`src/inc/usb_prot_pkg.sv`:
```
package usb_prot_pkg;
  // Upper five bits of the bus address
  localparam logic [4:0] DEV_ADDR_HI     = 5'h1a;
  // Register indices
  localparam logic [3:0] REG_STATUS      = 4'h0;
  localparam logic [3:0] REG_CONFIG      = 4'h1;
  localparam logic [3:0] REG_CHG_CTRL    = 4'h2;
  localparam logic [3:0] REG_CHG_STAT    = 4'h3;
  // Reset values and unmapped register read data
  localparam logic [7:0] CONFIG_RESET    = 8'h20;
  localparam logic [7:0] CHG_CTRL_RESET  = 8'h00;
  localparam logic [7:0] UNMAPPED_DATA   = 8'hff;
  // Configuration field positions
  localparam int CFG_PASS_EN     = 0;
  localparam int CFG_CL_EN       = 1;
  localparam int CFG_OVERRIDE    = 2;
  localparam int CFG_CL_OVERRIDE = 3;
  localparam int CFG_PATH_ONE    = 5;
  localparam int CFG_PATH_TWO    = 6;
  localparam int CFG_SOFT_POR    = 7;
  // Charger control field positions
  localparam int CHG_SE_RX       = 0;
  localparam int CHG_VDAT_SRC    = 2;
  localparam int CHG_HOST_SWAP   = 3;
  localparam int CHG_IDAT_SINK   = 4;
  localparam int CHG_HOST_CTRL   = 7;
  // Detected port class codes
  localparam logic [2:0] CLS_NONE   = 3'h0;
  localparam logic [2:0] CLS_DCP    = 3'h1;
  localparam logic [2:0] CLS_CDP    = 3'h2;
  localparam logic [2:0] CLS_SDP    = 3'h3;
  localparam logic [2:0] CLS_SE1_LO = 3'h4;
  localparam logic [2:0] CLS_SE1_HI = 3'h5;
  // Timing
  localparam int CLK_PERIOD_NS = 4;
  localparam int T_INT_NS      = 1000000;
  localparam int T_DET_NS      = 80000000;
  // State types
  typedef enum logic [1:0] {DET_IDLE, DET_PRIMARY, DET_SECONDARY, DET_DONE} det_state_t;
  typedef enum logic [2:0] {I2C_IDLE, I2C_DEV, I2C_REG, I2C_WDATA, I2C_ACK, I2C_RDATA, I2C_RACK} i2c_state_t;
endpackage

```
`src/rtl/usb_charger_detect_protect_ctrl.sv`:
```
`timescale 1ns/1ps
module usb_charger_detect_protect_ctrl
  import usb_prot_pkg::*;
#(
  parameter int INT_HOLD_CYC = T_INT_NS / CLK_PERIOD_NS,
  parameter int DET_WAIT_CYC = (T_DET_NS + CLK_PERIOD_NS - 1) / CLK_PERIOD_NS
) (
  input  wire logic       i_clk_sys,
  input  wire logic       i_rst,
  input  wire logic       i_ce,
  input  wire logic       i_vbus_above_low,
  input  wire logic       i_vbus_above_high,
  input  wire logic       i_dp_se_rx,
  input  wire logic       i_dm_se_rx,
  input  wire logic       i_dm_hi_rx,
  input  wire logic       i_vdat_cmp,
  input  wire logic [1:0] i_addr_lsb,
  input  wire logic       i_cdp_distinguish_enable,
  input  wire logic       i_shorted_high_detect_enable,
  input  wire logic       i_scl,
  input  wire logic       i_sda,
  output logic            o_sda_out,
  output logic            o_sda_oe_n,
  output logic            o_int_out,
  output logic            o_int_oe_n,
  output logic            o_pass_switch_closed,
  output logic            o_current_limit_on,
  output logic            o_path_one_on,
  output logic            o_path_two_on,
  output logic [6:0]      o_charger_ctrl
);
  localparam int DW = $clog2(DET_WAIT_CYC + 1);  // Detection timer width
  localparam int IW = $clog2(INT_HOLD_CYC + 1);  // Interrupt timer width

  logic [9:0]  sync1;         // First synchroniser stage
  logic [9:0]  sync2;         // Second synchroniser stage
  logic        scl_d;         // Delayed clock for edges
  logic        sda_d;         // Delayed data for edges
  logic        high_d;        // Delayed over-voltage level
  logic        soft_por;      // One-cycle self reset
  logic        pin_low;       // Constant low drive level
  logic        regs_rst;      // Register reset
  logic        vbus_ok;       // Supply inside window
  logic        vdat_g;        // Gated comparator
  logic        evt;           // Status change event
  logic        host_pass;     // Host enabled pass switch
  logic        next_limit;    // Next current limit state
  det_state_t  det_st;        // Detection state
  logic [2:0]  cls;           // Detected port class
  logic [DW-1:0] det_cnt;     // Detection timer
  logic        done_pulse;    // Detection finished
  logic [7:0]  cfg;           // Configuration register
  logic [7:0]  chg;           // Charger control register
  logic        high_supply_lockout_latch;    // Sticky over-voltage flag
  logic [IW-1:0] int_cnt;     // Interrupt hold timer
  i2c_state_t  i2c_st;        // Bus slave state
  i2c_state_t  nxt;           // State after acknowledge
  logic [3:0]  bit_cnt;       // Bits of current byte
  logic [7:0]  rx_sh;         // Receive shifter
  logic [7:0]  tx_sh;         // Transmit shifter
  logic        rw;            // Read transaction
  logic [3:0]  reg_idx;       // Register index
  logic        wr_stb;        // Register write strobe
  logic [7:0]  wr_data;       // Register write data
  logic        status_rd;     // Status register read

  // Async pin names from synchroniser
  wire vbus_low_s = sync2[0];
  wire vbus_high_s = sync2[1];
  wire dp_s = sync2[2];
  wire dm_s = sync2[3];
  wire dmhi_s = sync2[4];
  wire vdat_s = sync2[5];
  wire scl_s = sync2[6];
  wire sda_s = sync2[7];
  wire [1:0] addr_lsb_s = sync2[9:8];
  wire det_done = (det_st == DET_DONE);
  wire scl_rise = scl_s & ~scl_d;
  wire scl_fall = ~scl_s & scl_d;
  wire bus_start = scl_s & scl_d & sda_d & ~sda_s;
  wire bus_stop = scl_s & scl_d & ~sda_d & sda_s;

  // Register read decode
  function automatic logic [7:0] reg_read(input logic [3:0] idx);
    case (idx)
      REG_STATUS:   reg_read = {cls, det_done, o_current_limit_on, ~o_pass_switch_closed, high_supply_lockout_latch, ~vbus_high_s};
      REG_CONFIG:   reg_read = cfg;
      REG_CHG_CTRL: reg_read = chg;
      REG_CHG_STAT: reg_read = {4'h0, dmhi_s, dm_s, dp_s, vdat_g};
      default:      reg_read = UNMAPPED_DATA;
    endcase
  endfunction

  // Supply drop or soft reset clears registers
  assign regs_rst = i_rst | ~vbus_low_s | soft_por;
  assign vbus_ok = vbus_low_s & ~vbus_high_s;
  assign vdat_g = vdat_s & ~dp_s & ~dm_s;
  assign evt = done_pulse | (vbus_high_s != high_d);
  assign host_pass = cfg[CFG_OVERRIDE] & cfg[CFG_PASS_EN];

  // Current limit: host override, else dead-battery policy
  always_comb begin
    if (cfg[CFG_CL_OVERRIDE]) begin
      next_limit = vbus_ok & cfg[CFG_CL_EN];
    end else begin
      next_limit = vbus_ok & (~det_done | (cls == CLS_SDP & ~host_pass));
    end
  end

  // Synchronisers and edge history
  always_ff @(posedge i_clk_sys) begin
    if (i_rst) begin
      sync1 <= 10'h0;
      sync2 <= 10'h0;
      scl_d <= 1'b1;
      sda_d <= 1'b1;
      high_d <= 1'b0;
      pin_low <= 1'b0;
    end else if (i_ce) begin
      sync1 <= {i_addr_lsb, i_sda, i_scl, i_vdat_cmp, i_dm_hi_rx, i_dm_se_rx, i_dp_se_rx, i_vbus_above_high,
                i_vbus_above_low};
      sync2 <= sync1;
      scl_d <= scl_s;
      sda_d <= sda_s;
      high_d <= vbus_high_s;
      pin_low <= 1'b0;
    end
  end

  // Soft reset pulse from configuration write
  always_ff @(posedge i_clk_sys) begin
    if (i_rst) begin
      soft_por <= 1'b0;
    end else if (i_ce) begin
      soft_por <= wr_stb & (reg_idx == REG_CONFIG) & wr_data[CFG_SOFT_POR];
    end
  end

  // Automatic charger detection
  always_ff @(posedge i_clk_sys) begin
    if (regs_rst) begin
      det_st <= DET_IDLE;
      cls <= CLS_NONE;
      det_cnt <= '0;
      done_pulse <= 1'b0;
    end else if (i_ce) begin
      done_pulse <= 1'b0;
      case (det_st)
        // Starts on its own once supply valid
        DET_IDLE: begin
          det_cnt <= '0;
          if (vbus_ok) begin
            det_st <= DET_PRIMARY;
          end
        end
        // Source on data line, then classify
        DET_PRIMARY: begin
          if (det_cnt == DW'(DET_WAIT_CYC - 1)) begin
            det_cnt <= '0;
            if (i_shorted_high_detect_enable & dp_s & dm_s) begin
              cls <= dmhi_s ? CLS_SE1_HI : CLS_SE1_LO;
              det_st <= DET_DONE;
              done_pulse <= 1'b1;
            end else if (vdat_g & i_cdp_distinguish_enable) begin
              det_st <= DET_SECONDARY;
            end else begin
              cls <= vdat_g ? CLS_DCP : CLS_SDP;
              det_st <= DET_DONE;
              done_pulse <= 1'b1;
            end
          end else begin
            det_cnt <= det_cnt + 1'b1;
          end
        end
        // Swapped lines separate dedicated from charging host
        DET_SECONDARY: begin
          if (det_cnt == DW'(DET_WAIT_CYC - 1)) begin
            cls <= vdat_g ? CLS_DCP : CLS_CDP;
            det_st <= DET_DONE;
            done_pulse <= 1'b1;
          end else begin
            det_cnt <= det_cnt + 1'b1;
          end
        end
        // Held until supply drop or soft reset
        DET_DONE: det_st <= DET_DONE;
        default: det_st <= DET_IDLE;
      endcase
    end
  end

  // Register file writes and sticky flag
  always_ff @(posedge i_clk_sys) begin
    if (regs_rst) begin
      cfg <= CONFIG_RESET;
      chg <= CHG_CTRL_RESET;
      high_supply_lockout_latch <= 1'b0;
    end else if (i_ce) begin
      if (wr_stb & (reg_idx == REG_CONFIG)) begin
        cfg <= {1'b0, wr_data[6:0]};
      end
      if (wr_stb & (reg_idx == REG_CHG_CTRL)) begin
        chg <= wr_data;
      end
      // Set beats clear on the same cycle
      if (vbus_high_s & ~high_d) begin
        high_supply_lockout_latch <= 1'b1;
      end else if (status_rd) begin
        high_supply_lockout_latch <= 1'b0;
      end
    end
  end

  // Interrupt line timer
  always_ff @(posedge i_clk_sys) begin
    if (regs_rst) begin
      int_cnt <= '0;
      o_int_oe_n <= 1'b1;
    end else if (i_ce) begin
      if (evt) begin
        int_cnt <= IW'(INT_HOLD_CYC);
        o_int_oe_n <= 1'b0;
      end else if (status_rd | (int_cnt == IW'(1))) begin
        int_cnt <= '0;
        o_int_oe_n <= 1'b1;
      end else if (int_cnt != '0) begin
        int_cnt <= int_cnt - 1'b1;
      end
    end
  end

  // Switch, limit, mux and charger circuit drive
  always_ff @(posedge i_clk_sys) begin
    if (regs_rst) begin
      o_pass_switch_closed <= 1'b0;
      o_current_limit_on <= 1'b0;
      o_path_one_on <= 1'b0;
      o_path_two_on <= 1'b0;
      o_charger_ctrl <= 7'h0;
    end else if (i_ce) begin
      o_pass_switch_closed <= vbus_ok & (cfg[CFG_OVERRIDE] ? cfg[CFG_PASS_EN] : (det_done & ~next_limit));
      o_current_limit_on <= next_limit;
      o_path_one_on <= vbus_ok & det_done & cfg[CFG_PATH_ONE];
      o_path_two_on <= vbus_ok & det_done & cfg[CFG_PATH_TWO];
      if (chg[CHG_HOST_CTRL]) begin
        o_charger_ctrl <= chg[6:0];
      end else begin
        o_charger_ctrl <= 7'h0;
        o_charger_ctrl[CHG_SE_RX] <= (det_st == DET_PRIMARY) | (det_st == DET_SECONDARY);
        o_charger_ctrl[CHG_VDAT_SRC] <= (det_st == DET_PRIMARY) | (det_st == DET_SECONDARY);
        o_charger_ctrl[CHG_IDAT_SINK] <= (det_st == DET_PRIMARY) | (det_st == DET_SECONDARY);
        o_charger_ctrl[CHG_HOST_SWAP] <= (det_st == DET_SECONDARY);
      end
    end
  end

  // Bus slave: address, register byte, data
  always_ff @(posedge i_clk_sys) begin
    if (regs_rst) begin
      i2c_st <= I2C_IDLE;
      nxt <= I2C_IDLE;
      bit_cnt <= 4'h0;
      rx_sh <= 8'h0;
      tx_sh <= 8'h0;
      rw <= 1'b0;
      reg_idx <= 4'h0;
      wr_stb <= 1'b0;
      wr_data <= 8'h0;
      status_rd <= 1'b0;
      o_sda_oe_n <= 1'b1;
    end else if (i_ce) begin
      wr_stb <= 1'b0;
      status_rd <= 1'b0;
      if (bus_start) begin
        i2c_st <= I2C_DEV;
        bit_cnt <= 4'h0;
        o_sda_oe_n <= 1'b1;
      end else if (bus_stop) begin
        i2c_st <= I2C_IDLE;
        o_sda_oe_n <= 1'b1;
      end else if (scl_rise) begin
        // Sample on rising clock
        if (i2c_st == I2C_RACK) begin
          bit_cnt <= 4'h0;
          i2c_st <= sda_s ? I2C_IDLE : I2C_REG;
        end else if (i2c_st != I2C_IDLE && i2c_st != I2C_ACK) begin
          rx_sh <= {rx_sh[6:0], sda_s};
          bit_cnt <= bit_cnt + 1'b1;
        end
      end else if (scl_fall) begin
        // Drive on falling clock
        case (i2c_st)
          I2C_DEV: begin
            if (bit_cnt == 4'h8) begin
              if (rx_sh[7:1] == {DEV_ADDR_HI, addr_lsb_s}) begin
                rw <= rx_sh[0];
                o_sda_oe_n <= 1'b0;
                nxt <= I2C_REG;
                i2c_st <= I2C_ACK;
              end else begin
                i2c_st <= I2C_IDLE;
              end
            end
          end
          I2C_REG: begin
            if (bit_cnt == 4'h8) begin
              reg_idx <= rx_sh[3:0];
              tx_sh <= reg_read(rx_sh[3:0]);
              status_rd <= rw & (rx_sh[3:0] == REG_STATUS);
              o_sda_oe_n <= 1'b0;
              nxt <= rw ? I2C_RDATA : I2C_WDATA;
              i2c_st <= I2C_ACK;
            end
          end
          I2C_WDATA: begin
            if (bit_cnt == 4'h8) begin
              wr_data <= rx_sh;
              wr_stb <= 1'b1;
              o_sda_oe_n <= 1'b0;
              nxt <= I2C_REG;
              i2c_st <= I2C_ACK;
            end
          end
          I2C_ACK: begin
            bit_cnt <= 4'h0;
            i2c_st <= nxt;
            o_sda_oe_n <= (nxt == I2C_RDATA) ? tx_sh[7] : 1'b1;
          end
          I2C_RDATA: begin
            if (bit_cnt == 4'h8) begin
              o_sda_oe_n <= 1'b1;
              i2c_st <= I2C_RACK;
            end else begin
              o_sda_oe_n <= tx_sh[6];
              tx_sh <= {tx_sh[6:0], 1'b0};
            end
          end
          default: begin
          end
        endcase
      end
    end
  end

  assign o_sda_out = pin_low;
  assign o_int_out = pin_low;
endmodule

```
`config.mk`:
```
export PLATFORM = sky130hd
export DESIGN_NAME = usb_charger_detect_protect_ctrl
export DESIGN_NICKNAME = d
export VERILOG_FILES = /design/src/inc/usb_prot_pkg.sv /design/src/rtl/usb_charger_detect_protect_ctrl.sv
export SDC_FILE = /design/constraint.sdc
export NUM_CORES = 1
export LEC_CHECK = 0
export BUFFER_PORTS_ARGS = -buffer_cell sky130_fd_sc_hd__buf_2
export CORE_UTILIZATION = 45
export CTS_BUF_LIST = sky130_fd_sc_hd__clkbuf_4 sky130_fd_sc_hd__clkbuf_8
export DETAILED_ROUTE_END_ITERATION = 8
export GPL_TIMING_DRIVEN = 1
export REMOVE_ABC_BUFFERS = 1
export SYNTH_ARGS = -nofsm -noshare
export SYNTH_HDL_FRONTEND = slang
export SYNTH_SLANG_ARGS = --single-unit
export TNS_END_PERCENT = 100
```
`constraint.sdc`:
```
create_clock -name i_clk_sys -period 2.4 [get_ports i_clk_sys]
set_input_delay 0.72 -clock i_clk_sys [delete_from_list [all_inputs] [get_ports i_clk_sys]]
set_output_delay 0.72 -clock i_clk_sys [all_outputs]
set_load 0.02 [all_outputs]
```
==> results by group <==
Timing
  • Setup TNS: 0 ns
  • # setup viols final: 0
  • Fmax: 0.445 GHz
  • RSZ-0062 raised after global routing: false
  • Worst Clk Skew: 0.0129 ns
  • Final Hold Viols: 0
  • Slew Limit Fails: 0
  • Slew @ Worst Pin: 0.747 ns
  • Period utilization: 93.7%
  • Fin crit period: 2.25 ns
  • Normalized max-slew margin: 50.1%
  • Final worst slack: 0.152 ns

Global routing
  • First-pass GRT wire length: 28900 µm
  • Total GRT Usage: 22.6%
  • Number of global-route vias before repair: 5719
  • Largest net degree at the start of global routing: 53
  • GR Overflow Total: 0
  • Initial antenna violation count: 0

Logic synthesis
  • Synth area leader: dfxtp_1
  • Synth unique cells: 77
  • Seq/Total Area, Yosys: 40.7%
  • Most numerous cell in the Yosys netlist: dfxtp_1
  • Yosys warns: 0
  • Largest cells by area after synthesis: dfxtp_1 41%, mux2i_1 8.4%, nor2_1 6.8%
  • Synth Register Bits: 143
  • Mapped Cells: 812
  • Top cell type's share of synthesized area: 40.7%
  • Synth Flop Type: dfxtp_1
  • Synthesized area per cell: 8.67 µm²
  • Top post-synthesis cells by count: 143 x dfxtp_1, 127 x nor2_1, 75 x nand2_1
  • Post-Syn Area: 7040 µm²
  • Async SR Flop Fraction: 0%
  • Number of synthesized flops with an enable pin: 0

Clock tree
  • CTS tree: done
  • CTS Root Cell: clkbuf_8
  • Worst-Skew Late Latency: 0.44 ns
  • Clock slew seen by the registers of the worst setup and hold paths: 0.08 ns
  • Hold buffers post-CTS: 0
  • CTS Buf Count: 17
  • Clock sink count: 143
  • Number of H-tree levels: 4
  • Clock buffer depth: 2

Power
  • Switching power: 1.03 mW
  • Clock network fraction of total power: 45.6%
  • Max VDD drop: 0.393 mV
  • Pwr/cell area: 601 nW/µm²
  • Internal power: 3.74 mW
  • Reg power frac: 50.5%
  • Leakage power: 2.96 nW
  • Switching part of the total: 21.7%
  • Gate power share: 3.9%

Placed design
  • Port bufs: 27
  • GPL Wtd Cong: 0.902
  • Detail Placement HPWL: 12300 µm
  • Setup slack at placement: 0.0326 ns
  • # placed instances: 1032

Drt
  • Avg WL per Cell: 16.3 µm
  • Vias: 6006
  • Initial DRC count: 587
  • Post-DRT Antenna Nets: 0
  • 1st-pass router iterations: 5
  • Drt drc: 0
  • Routed WL: 17300 µm
  • Via density: 5.64

Min path
  • Hold wc startpoint: tx_sh[3]
  • Hold Path End: tx_sh[3]
  • HP Class: reg2reg
  • Hold depth: 2

Final layout
  • Ant. Diodes: 0
  • Share of layout cells above drive strength 1: 14.1%
  • Nets@finish: 872
  • Non-filler cells, final: 1065
  • Area grow syn2layout: 12.9%

Worst setup path
  • R2R Path End: int_cnt[8]
  • Reg2reg setup slack: 0.15 ns
  • CP Launch Type: register
  • Worst R2R Path Depth: 8
  • Crit path DAT: 2.55 ns
  • Worst Setup End Kind: register
  • Worst r2r src: int_cnt[0]
  • CP max FO: 9
  • Worst Path Required: 2.70 ns
  • Crit Path Category: reg2reg

Run status
  • Run status: finished clean

Floorplan
  • Core ar.: 15300 µm²
  • Ports: 30
  • Die area: 16100 µm²
  • DIE HEIGHT: 127 µm
  • Initial Util: 46.1%
  • Die X: 127 µm
  • Row count: 45

Flow run
  • Number of max-cap violations: 0
[metal layers]
layer / GRT usage (%) / part of all wire (%) / vias to the layer above
met5: 0 / 0 / -
met4: 8.47 / 2.1 / 0
met3: 5.11 / 5.6 / 25
met2: 37.6 / 47 / 177
met1: 28.8 / 45 / 2870
li1: - / - / 2934
[how the worst max path moves through the flow]
stage / startpoint / slack (ns) / depth (start not counted) / end
after global placement: rx_sh[2] / 0.04 / 7 / o_sda_oe_n
after detailed placement: rx_sh[2] / 0.03 / 7 / o_sda_oe_n
after CTS: rx_sh[2] / 0.009 / 7 / o_sda_oe_n
after floorplan: i_rst / -0.44 / 4 / det_st[0]
final: int_cnt[0] / 0.15 / 8 / int_cnt[8]
after global routing: int_cnt[0] / 0.03 / 8 / int_cnt[5]
[sequential cells by signal, summed over array words and instances (netlist names), 2 cells and up]
name            count
chg                 8
reg_idx             4
bit_cnt             4
rx_sh               8
cls                 3
i2c_st              3
wr_data             8
det_st              2
tx_sh               8
cfg                 7
int_cnt            18
nxt                 3
det_cnt            25
o_charger_ctrl      7
sync1              10
sync2              10
[critical path, stage by stage (launching register included)]
cell      delay [ns]
dfxtp_1         0.33
inv_1           0.12
ha_2            0.24
or4b_4          0.52
nor3_2          0.19
nand4_2         0.18
and2_2          0.32
a21oi_1         0.15
a311oi_1        0.07
[layout by cell type, fill, tap and decap left out, types with 5 or more instances in the layout]
cell type / count
a2111oi_0: 5
a21oi_1: 62
a22oi_1: 5
a311oi_1: 6
a31oi_1: 6
buf_2: 27
buf_4: 26
bufinv_16: 5
clkbuf_8: 18
dfxtp_1: 143
ha_1: 14
inv_1: 31
mux2i_1: 59
nand2_1: 74
nand2b_1: 6
nand3_1: 21
nand3b_1: 8
nand4_1: 12
nor2_1: 127
nor2b_1: 5
nor3_1: 26
nor4_1: 9
o211ai_1: 6
o21ai_0: 24
or3_1: 8
xnor2_1: 16
xor2_1: 8
[power by group through the flow]
stage,clock network (mW),logic (mW),registers [mW]
2_1_floorplan,0,0.103,2.46
3_3_place_gp,0,0.178,2.46
3_5_place_dp,0,0.181,2.46
4_1_cts,2.23,0.182,2.41
5_1_grt,2.33,0.205,2.41
6_report,2.18,0.186,2.41
[logic make-up after synthesis]
| kind of cell | count (synthesis) | share of synthesized area, % |
|---|---|---|
| muxes | 64 | 9.83 |
| xor gates and xnor gates | 24 | 2.99 |
| AOI/OAI and AO/OA | 149 | 14.1 |
| DFF | 143 | 40.7 |
| other | 1 | 0.0533 |
| and+or+nand+nor | 340 | 25.1 |
| adders and majority gates | 15 | 2.67 |
| buffers and inverters | 76 | 4.57 |
[per-stage QoR]
| stage | power (mW) | util, % | cell area [µm²] | hold WS (ns) |
|---|---|---|---|---|
| 5_1_grt | 4.95 | 52.1 | 7940 | 0.474 |
| 6_report | 4.77 | 52.1 | 7940 | 0.461 |
| 3_3_place_gp | 2.64 | 49.0 | 7470 | 0.441 |
| 4_1_cts | 4.82 | 51.9 | 7920 | 0.460 |
| 2_1_floorplan | 2.56 | - | 6840 | 0.432 |
| 3_5_place_dp | 2.64 | 49.0 | 7470 | 0.450 |
[layout make-up]
class / instances / area (µm²)
Multi-Input combinational cell: 594 / 3880
Fill cell: 1445 / 7310
Clock inverter: 11 / 189
Sequential cell: 143 / 2860
Clock buffer: 20 / 263
Timing Repair Buffer: 55 / 370
Tap cell: 211 / 264
Inverter: 31 / 116
[timing repair]
item,in CTS,in global routing
gates resized for setup,0,4
setup endpoints to repair,0,24
setup buffers,0,2
Power figures use the tool's default switching activity.
